<file path="src/inc/dds_regs_defs.svh">
/*
  Offsets, field positions, reset values and widths of the tuning, phase and
  output routing registers. Assumes a 13-bit register address from the
  serial control port decoder.
*/
`ifndef DDS_REGS_DEFS_SVH
`define DDS_REGS_DEFS_SVH

// ----------------------------------------------------------------------
// Widths
// ----------------------------------------------------------------------
`define REG_ADDR_W        13
`define REG_DATA_W        8
`define ACC_W             48
`define PHASE_W           14
`define FTW_BYTES         6
`define POW_HIGH_W        6
`define STARTUP_W         4
`define OCTANT_W          3

// ----------------------------------------------------------------------
// Register offsets
// ----------------------------------------------------------------------
`define ADDR_FTW_BYTE0    13'h01a6
`define ADDR_FTW_BYTE4    13'h01aa
`define ADDR_FTW_BYTE5    13'h01ab
`define ADDR_POW_LOW      13'h01ac
`define ADDR_POW_HIGH     13'h01ad
`define ADDR_DIFF_CTRL    13'h0200
`define ADDR_SE_CTRL      13'h0201

// ----------------------------------------------------------------------
// Field positions and encodings
// ----------------------------------------------------------------------
`define DIFF_INVERT_BIT   4
`define DOUBLER_LSB       0
`define DOUBLER_W         2
`define DOUBLER_BYPASS    2'h1
`define DOUBLER_ENGAGED   2'h2
`define SE_MUX_BIT        0
`define STARTUP_FTW_SHIFT 40

// ----------------------------------------------------------------------
// Reset values
// ----------------------------------------------------------------------
`define RST_BYTE          8'h00
`define RST_FTW           48'h0000_0000_0000
`define RST_POW           14'h0000
`define RST_INVERT        1'b0
`define RST_SE_MUX        1'b0

`endif

</file>
<file path="src/inc/dds_regs_pkg.sv">
/*
  Types shared by the tuning, phase and output routing logic.
  Assumes dds_regs_defs.svh is on the include path.
*/
`include "dds_regs_defs.svh"

package dds_regs_pkg;

  typedef logic [`ACC_W-1:0]      tuning_word_t;
  typedef logic [`PHASE_W-1:0]    phase_word_t;
  typedef logic [`REG_ADDR_W-1:0] reg_addr_t;
  typedef logic [`REG_DATA_W-1:0] reg_byte_t;

  typedef enum logic [`DOUBLER_W-1:0] {
    DOUBLER_OFF = `DOUBLER_BYPASS,
    DOUBLER_ON  = `DOUBLER_ENGAGED
  } doubler_t;

endpackage

</file>
<file path="src/design/phase_accum.sv">
/*
  Phase accumulator of the synthesizer with phase offset adder.
  Assumes the tuning and phase words it receives are already coherent.
*/
`timescale 1ns/1ps
`include "dds_regs_defs.svh"

module phase_accum (
  input  wire logic                 core_clk,
  input  wire logic                 rst,
  input  dds_regs_pkg::tuning_word_t tuning_word,
  input  dds_regs_pkg::phase_word_t  phase_offset_word,
  output dds_regs_pkg::phase_word_t  dds_phase,
  output logic [`OCTANT_W-1:0]      phase_octant
);
  import dds_regs_pkg::*;

  tuning_word_t acc;
  phase_word_t  next_phase;

  // ----------------------------------------------------------------------
  // Accumulator
  // ----------------------------------------------------------------------
  // Never cleared on a tuning change, so the phase stays continuous
  always_ff @(posedge core_clk) begin
    if (rst) begin
      acc <= `RST_FTW;
    end else begin
      acc <= acc + tuning_word;
    end
  end

  assign next_phase = phase_word_t'(acc[`ACC_W-1 -: `PHASE_W] + phase_offset_word);

  always_ff @(posedge core_clk) begin
    if (rst) begin
      dds_phase <= `RST_POW;
    end else begin
      dds_phase <= next_phase;
    end
  end

  // Offset steps show as octant jumps of the applied phase
  assign phase_octant = dds_phase[`PHASE_W-1 -: `OCTANT_W];
endmodule

</file>
<file path="src/design/output_router.sv">
/*
  Output routing: differential driver polarity and doubler choice, and the
  single-ended driver source around the output divider.
  Assumes the three input levels are synchronous to core_clk.
*/
`timescale 1ns/1ps
`include "dds_regs_defs.svh"

module output_router (
  input  wire logic             core_clk,
  input  wire logic             rst,
  input  wire logic             diff_out_invert,
  input  dds_regs_pkg::doubler_t diff_out_freq_doubler,
  input  wire logic             se_out_from_divider,
  input  wire logic             level_undivided,
  input  wire logic             level_doubled,
  input  wire logic             level_divided,
  output logic                  diff_out_p,
  output logic                  diff_out_n,
  output logic                  se_out
);
  import dds_regs_pkg::*;

  logic diff_source;
  logic next_diff;
  logic next_se;

  // ----------------------------------------------------------------------
  // Source selection
  // ----------------------------------------------------------------------
  // Codes other than engaged fall back to the bypass path
  assign diff_source = (diff_out_freq_doubler == DOUBLER_ON) ? level_doubled
                                                             : level_undivided;
  assign next_diff   = diff_source ^ diff_out_invert;
  assign next_se     = se_out_from_divider ? level_divided : level_undivided;

  always_ff @(posedge core_clk) begin
    if (rst) begin
      diff_out_p <= 1'b0;
      diff_out_n <= 1'b1;
      se_out     <= 1'b0;
    end else begin
      diff_out_p <= next_diff;
      diff_out_n <= ~next_diff;
      se_out     <= next_se;
    end
  end
endmodule

</file>
<file path="src/design/dds_tuning_phase_output_regs.sv">
/*
  Tuning, phase offset and output routing registers of the synthesizer,
  with the accumulator and output routing behind them.
  Assumes the serial control port has decoded each transfer into one byte
  access on reg_addr with a one-cycle reg_wr or reg_rd strobe, and that
  update_strobe is a one-cycle pulse from the same port.
*/
`timescale 1ns/1ps
`include "dds_regs_defs.svh"

module dds_tuning_phase_output_regs (
  input  wire logic                 core_clk,
  input  wire logic                 rst,
  input  dds_regs_pkg::reg_addr_t   reg_addr,
  input  wire logic                 reg_wr,
  input  dds_regs_pkg::reg_byte_t   reg_wdata,
  input  wire logic                 reg_rd,
  output dds_regs_pkg::reg_byte_t   reg_rdata,
  input  wire logic                 update_strobe,
  input  wire logic                 startup_select_first,
  input  wire logic                 startup_select_second,
  input  wire logic                 startup_select_third,
  input  wire logic                 startup_select_last,
  input  wire logic                 level_undivided,
  input  wire logic                 level_doubled,
  input  wire logic                 level_divided,
  output dds_regs_pkg::tuning_word_t tuning_word,
  output dds_regs_pkg::phase_word_t  phase_offset_word,
  output dds_regs_pkg::phase_word_t  dds_phase,
  output logic [`OCTANT_W-1:0]      phase_octant,
  output logic                      diff_out_p,
  output logic                      diff_out_n,
  output logic                      se_out
);
  import dds_regs_pkg::*;

  // ----------------------------------------------------------------------
  // Declarations
  // ----------------------------------------------------------------------
  reg_byte_t              ftw_byte [`FTW_BYTES];
  logic [`FTW_BYTES-1:0]  ftw_hit;
  tuning_word_t           shadow_ftw;
  phase_word_t            shadow_pow;
  logic                   diff_out_invert;
  doubler_t               diff_out_freq_doubler;
  logic                   se_out_from_divider;
  logic                   boot_done;
  logic                   boot_load;
  logic                   apply;
  logic [`STARTUP_W-1:0]  startup_code;
  tuning_word_t           startup_ftw;
  reg_addr_t              ftw_offset;
  logic                   ftw_range;
  logic                   wr_pow_low;
  logic                   wr_pow_high;
  logic                   wr_diff;
  logic                   wr_se;
  reg_byte_t              rd_ftw;
  reg_byte_t              rd_pow_low;
  reg_byte_t              rd_pow_high;
  reg_byte_t              rd_diff;
  reg_byte_t              rd_se;
  reg_byte_t              next_rdata;

  // ----------------------------------------------------------------------
  // Startup default
  // ----------------------------------------------------------------------
  // Pins are caught in the first cycle after reset release, not under reset
  assign startup_code = {startup_select_last, startup_select_third,
                         startup_select_second, startup_select_first};
  assign startup_ftw  = tuning_word_t'(startup_code) << `STARTUP_FTW_SHIFT;
  assign boot_load    = !boot_done;

  always_ff @(posedge core_clk) begin
    if (rst) begin
      boot_done <= 1'b0;
    end else begin
      boot_done <= 1'b1;
    end
  end

  // ----------------------------------------------------------------------
  // Address decode
  // ----------------------------------------------------------------------
  assign ftw_offset  = reg_addr - `ADDR_FTW_BYTE0;
  assign ftw_range   = (reg_addr >= `ADDR_FTW_BYTE0) && (reg_addr <= `ADDR_FTW_BYTE5);
  assign wr_pow_low  = reg_wr && (reg_addr == `ADDR_POW_LOW);
  assign wr_pow_high = reg_wr && (reg_addr == `ADDR_POW_HIGH);
  assign wr_diff     = reg_wr && (reg_addr == `ADDR_DIFF_CTRL);
  assign wr_se       = reg_wr && (reg_addr == `ADDR_SE_CTRL);

  // ----------------------------------------------------------------------
  // Tuning word bytes
  // ----------------------------------------------------------------------
  for (genvar i = 0; i < `FTW_BYTES; i++) begin : g_ftw
    assign ftw_hit[i] = reg_wr && (reg_addr == `ADDR_FTW_BYTE0 + reg_addr_t'(i));
    assign shadow_ftw[8*i +: 8] = ftw_byte[i];

    always_ff @(posedge core_clk) begin
      if (rst) begin
        ftw_byte[i] <= `RST_BYTE;
      end else if (boot_load) begin
        ftw_byte[i] <= startup_ftw[8*i +: 8];
      end else if (ftw_hit[i]) begin
        ftw_byte[i] <= reg_wdata;
      end
    end
  end

  // ----------------------------------------------------------------------
  // Phase offset and driver controls
  // ----------------------------------------------------------------------
  always_ff @(posedge core_clk) begin
    if (rst) begin
      shadow_pow <= `RST_POW;
    end else if (wr_pow_low) begin
      shadow_pow[7:0] <= reg_wdata;
    end else if (wr_pow_high) begin
      shadow_pow[`PHASE_W-1:8] <= reg_wdata[`POW_HIGH_W-1:0];
    end
  end

  always_ff @(posedge core_clk) begin
    if (rst) begin
      diff_out_invert       <= `RST_INVERT;
      diff_out_freq_doubler <= DOUBLER_OFF;
    end else if (wr_diff) begin
      diff_out_invert       <= reg_wdata[`DIFF_INVERT_BIT];
      diff_out_freq_doubler <= doubler_t'(reg_wdata[`DOUBLER_LSB +: `DOUBLER_W]);
    end
  end

  always_ff @(posedge core_clk) begin
    if (rst) begin
      se_out_from_divider <= `RST_SE_MUX;
    end else if (wr_se) begin
      se_out_from_divider <= reg_wdata[`SE_MUX_BIT];
    end
  end

  // ----------------------------------------------------------------------
  // Coherent transfer to the core
  // ----------------------------------------------------------------------
  // Bytes collect in the shadows; the core only sees whole words
  assign apply = update_strobe && boot_done;

  always_ff @(posedge core_clk) begin
    if (rst) begin
      tuning_word       <= `RST_FTW;
      phase_offset_word <= `RST_POW;
    end else if (boot_load) begin
      tuning_word       <= startup_ftw;
    end else if (apply) begin
      tuning_word       <= shadow_ftw;
      phase_offset_word <= shadow_pow;
    end
  end

  // ----------------------------------------------------------------------
  // Read back
  // ----------------------------------------------------------------------
  // Reserved bits and unmapped addresses read as zero
  assign rd_ftw      = ftw_range ? ftw_byte[ftw_offset[2:0]] : `RST_BYTE;
  assign rd_pow_low  = shadow_pow[7:0];
  assign rd_pow_high = reg_byte_t'(shadow_pow[`PHASE_W-1:8]);
  assign rd_diff     = reg_byte_t'({diff_out_invert, 2'h0, diff_out_freq_doubler});
  assign rd_se       = reg_byte_t'(se_out_from_divider);
  assign next_rdata  = ftw_range                      ? rd_ftw      :
                       (reg_addr == `ADDR_POW_LOW)    ? rd_pow_low  :
                       (reg_addr == `ADDR_POW_HIGH)   ? rd_pow_high :
                       (reg_addr == `ADDR_DIFF_CTRL)  ? rd_diff     :
                       (reg_addr == `ADDR_SE_CTRL)    ? rd_se       : `RST_BYTE;

  always_ff @(posedge core_clk) begin
    if (rst) begin
      reg_rdata <= `RST_BYTE;
    end else if (reg_rd) begin
      reg_rdata <= next_rdata;
    end
  end

  // ----------------------------------------------------------------------
  // Core and outputs
  // ----------------------------------------------------------------------
  phase_accum u_accum (
    .core_clk          (core_clk),
    .rst               (rst),
    .tuning_word       (tuning_word),
    .phase_offset_word (phase_offset_word),
    .dds_phase         (dds_phase),
    .phase_octant      (phase_octant)
  );

  // Doubler engaged also needs a host setting outside this block
  output_router u_router (
    .core_clk              (core_clk),
    .rst                   (rst),
    .diff_out_invert       (diff_out_invert),
    .diff_out_freq_doubler (diff_out_freq_doubler),
    .se_out_from_divider   (se_out_from_divider),
    .level_undivided       (level_undivided),
    .level_doubled         (level_doubled),
    .level_divided         (level_divided),
    .diff_out_p            (diff_out_p),
    .diff_out_n            (diff_out_n),
    .se_out                (se_out)
  );
endmodule

</file>
<file path="config.mk">
export PLATFORM = sky130hd
export DESIGN_NAME = dds_tuning_phase_output_regs
export DESIGN_NICKNAME = d
export VERILOG_FILES = /design/src/inc/dds_regs_pkg.sv /design/src/design/phase_accum.sv /design/src/design/output_router.sv /design/src/design/dds_tuning_phase_output_regs.sv
export VERILOG_INCLUDE_DIRS = /design/src /design/src/inc
export SDC_FILE = /design/constraint.sdc
export NUM_CORES = 1
export LEC_CHECK = 0
export ABC_AREA = 0
export BUFFER_PORTS_ARGS = -buffer_cell sky130_fd_sc_hd__buf_2
export CAP_MARGIN = 20
export CORE_MARGIN = 8
export CORE_UTILIZATION = 59
export CTS_CLUSTER_SIZE = 14
export DETAILED_ROUTE_END_ITERATION = 16
export PLACE_DENSITY_LB_ADDON = 0.05
export SLEW_MARGIN = 40
export SYNTH_ARGS = -nofsm -noshare
export SYNTH_HDL_FRONTEND = slang
export SYNTH_SLANG_ARGS = --single-unit
</file>
<file path="constraint.sdc">
create_clock -name core_clk -period 3.2 [get_ports core_clk]
set_input_delay 0.32 -clock core_clk [delete_from_list [all_inputs] [get_ports core_clk]]
set_output_delay 0.32 -clock core_clk [all_outputs]
set_load 0.01 [all_outputs]
</file>
==> impl_results.md <==
* # DRC at 0
* Area leader, netlist: dfxtp_1
* Worst R2R End: u_accum.acc[44]
* R2R Path Start: tuning_word[0]
* FFs w/ async S/R, synth at 0%
* Die Ht at roughly 150 um
* GRT Overall Usage at between 20% and 30%
* Grt met2 use at around two fifths
* LEAKAGE at around 5.4 nW
* Clk_lat worst skew at between 0.5 and 0.6 ns
* Num ports at roughly 120
* Via count at 8,819
* CP Max Fanout at 4
* Period minus WS final at between 2 and 3 ns
* Final Hold Viols at 0
* Complex-gate fraction of the synthesized area at between 10% and 20%
* Sequential cell area at about 4500 sq um
* Slowest stage delay, CP at 0.41 ns
* Mapped Avg Cell Area at 9.21 sq um
* CTS sink cnt at around 200
* Cell count after synthesis at roughly 1,200
* Initial Util at between 50% and 60%
* Die area at 22,600 sq um
* CP Cell Sequence: ha_1, fa_1, a21oi_1, o22ai_1, o31ai_2, o32ai_1, nand3_1, a21boi_1, a311oi_1, mux2_2
* Placed Cells at 1,461
* Crit end category: flop
* Status: completed
* Met1 usage at between 30% and 40%
* RSZ-0062 raised after global routing: false
* Synth Cell Area at around 11,000 sq um
* CTS Hold Buffers Added at 0
* Num rows at 49
* Req. time, crit path at roughly 3.6 ns
* Power Total at between 6 and 7 mW
* Initial DRT Pass Iterations at 5
* Main combinational cell family by area after synthesis: simple AND/OR/NAND/NOR gates
* Met3 GRT Util at between 3 and 4%
* GR peak layer: met2
* Peak Freq at about 350 MHz
* Antenna cells at 0
* Final TNS setup at 0 ns
* Worst slew pin tran at 0.728 ns
* Power Density at between 500 and 600 nW/um^2
* Adder-cell share of the synthesized area at under 10%
* Drt first-iter violations at between 600 and 700
* Die X-Extent at roughly 150 um
* Worst hold start: level_divided
* Post-synthesis xor/xnor area fraction at under 10%
* Final #Nets at approximately 1,400
* Seq/Total Area, Yosys at between 40 and 50%
* Post-Synth Simple-Gate Area at about a fifth
* Arrival @ worst endpoint at between 3 and 4 ns
* Period utilization at between 80 and 90%
* Via/cell ratio at between 5 and 6
* Max-slew violations at 0
* Global-route wire length before repair at between 40,000 and 50,000 um
* Final wirelength at around 29,000 um
* Worst Reg2Reg Path Length in Cells at 10
* Setup crit start kind: flop
* MaxCap Viol Count at 0
* Final setup vio count at 0
* Number of enable flip-flop cells after synthesis at 48
* Mux cell area share after synthesis at 7.39%
* Post-Syn Nets at about 1,300
* Flops & latches, synth at between 200 and 250
* Layout cells sized above 1 at 15.8%
* Drt wl/cell at between 15 and 20 um
* Root buf cell: clkbuf_16
* Vias in the first global route at approximately 8,200
* CTS tree: done
* TritonCTS Buffers at 23
* Most frequent cell after synthesis: dfxtp_1
* HPWL after detailed placement at around 22,000 um
* Clk pin slew, worst setup/hold paths at 0.06 ns
* Hold Crit Class: primary input to flop
* # fillers at 1,490
* Deepest clock path buffer count at 3
* Yosys top cell area share at between 20 and 30%
* Peak supply drop at 0.482 mV
* Slowest CP cell: fa_1
* RePlAce Congestion at 0.910
* Hold depth at 3
* Largest net degree at the start of global routing at around 80
* Final Instance Count excl. Fillers at 1,504
* IO Port Bufs at between 100 and 150
* GRT Residual Overflow at 0
* Yosys cell types at 76
* Top_reg_cell synth: dfxtp_1
* # H-tree levels at 1
* YS warnings at 0
* Area contributors post-synth: dfxtp_1 (29%), edfxtp_1 (14%), ha_1 (7.3%), mux2i_1 (7.0%), nor2_1 (5.3%)
* Core area at around 18,000 sq um
* Critical path class: flop to flop
* Final Skew at about 0.011 ns
* P&R area growth vs syn at 14.4%
* Area occupied by multi-input gates at approximately 5700 sq um
* Hold Crit Endpoint: u_router.se_out
* R2R Setup Slk at roughly 0.33 ns
* Initial antenna violation count at 0
* Number of routed nets with antenna violations at 0
* Relative max-transition margin at between 50% and 60%
* Commonest cells in the synthesized netlist: dfxtp_1 (154), nor2_1 (149), nand2_1 (106)
how the worst max path moves through the flow:
stage	from	end	slack, ns
2_1_floorplan	tuning_word[0]	u_accum.acc[44]	0.46
3_3_place_gp	tuning_word[0]	u_accum.acc[32]	0.39
3_5_place_dp	tuning_word[0]	u_accum.acc[32]	0.34
4_1_cts	tuning_word[0]	u_accum.acc[32]	0.31
5_1_grt	tuning_word[0]	u_accum.acc[44]	0.10
6_report	tuning_word[0]	u_accum.acc[44]	0.33
routing by layer:
layer	up-vias	routed length (um)
met2	273	13200
met5	-	0
met4	0	787
met3	51	1830
li1	4335	-
met1	4160	13500
timing repair:
action	in CTS	in global routing
hold endpoints to repair	0	0
setup endpoints to repair	0	1
resized for setup	0	1
buffers inserted	0	0
cells in the final DEF (no fill, tap or decap), types with 9 or more instances in the layout:
master     count
nand3_1       27
o211ai_1      14
and2_1        40
a21o_1        22
nor3_1        20
inv_1         28
nand4_1       11
xor2_1        12
a211oi_1      16
nor2_1       149
a21oi_1       82
mux2i_1       74
o21bai_1       9
buf_4         14
o21ai_0       53
ha_1          61
clkbuf_16     26
xnor2_1       34
nand2_1      106
nor2b_1       13
edfxtp_1      48
and3_1        12
buf_2        121
dfxtp_1      154
critical path, delay by kind of cell (launching register included):
family	cells	cell delay [ns]
and+or+nand+nor	1	0.22
AOI/OAI and AO/OA	6	1.21
adders and majority gates	2	0.65
DFF	1	0.32
muxes	1	0.37
per-stage QoR:
stage	hold slack, ns	area [sq um]	setup WS (ns)	utilization (%)
floorplan	0.444	10600	0.459	-
global placement	0.461	11300	0.388	63.5
CTS	0.0133	12100	0.311	68.0
global route	0.0578	12200	0.102	68.2
finish	0.0275	12200	0.332	68.2
detailed placement	0.466	11300	0.340	63.5
layout make-up:
cell class	instances	area share (%)
well taps	229	2.35
multi-input cells	866	46.9
flip-flops and latches	202	37.2
clock inverters	7	0.658
clock buffers	35	5.95
repair buffers	137	6.10
inverters	28	0.864
cell families (layout without fill, tap and decap cells):
group | Yosys count | after routing
flip-flops | 202 | 202
AO/OA/AOI/OAI | 263 | 263
AND/OR/NAND/NOR | 415 | 415
buffers and inverters | 87 | 207
adder cells (fa/ha/maj) | 64 | 64
XOR/XNOR | 46 | 46
multiplexers | 78 | 78
power by group:
group | leakage, nW | switching [mW] | internal (mW)
Combinational | 3.23 | 0.362 | 0.216
Clock | 0.396 | 1.08 | 1.66
Sequential | 1.77 | 0.0853 | 2.71
flip-flops by register name, summed over array words and instances, names as in the netlist, 2 cells and up:
register / flops
reg_rdata: 8
u_accum.acc: 48
ftw_byte: 48
u_accum.dds_phase: 14
diff_out_freq_doubler: 2
tuning_word: 48
phase_offset_word: 14
shadow_pow: 14
(Power assumes the default switching activity.)
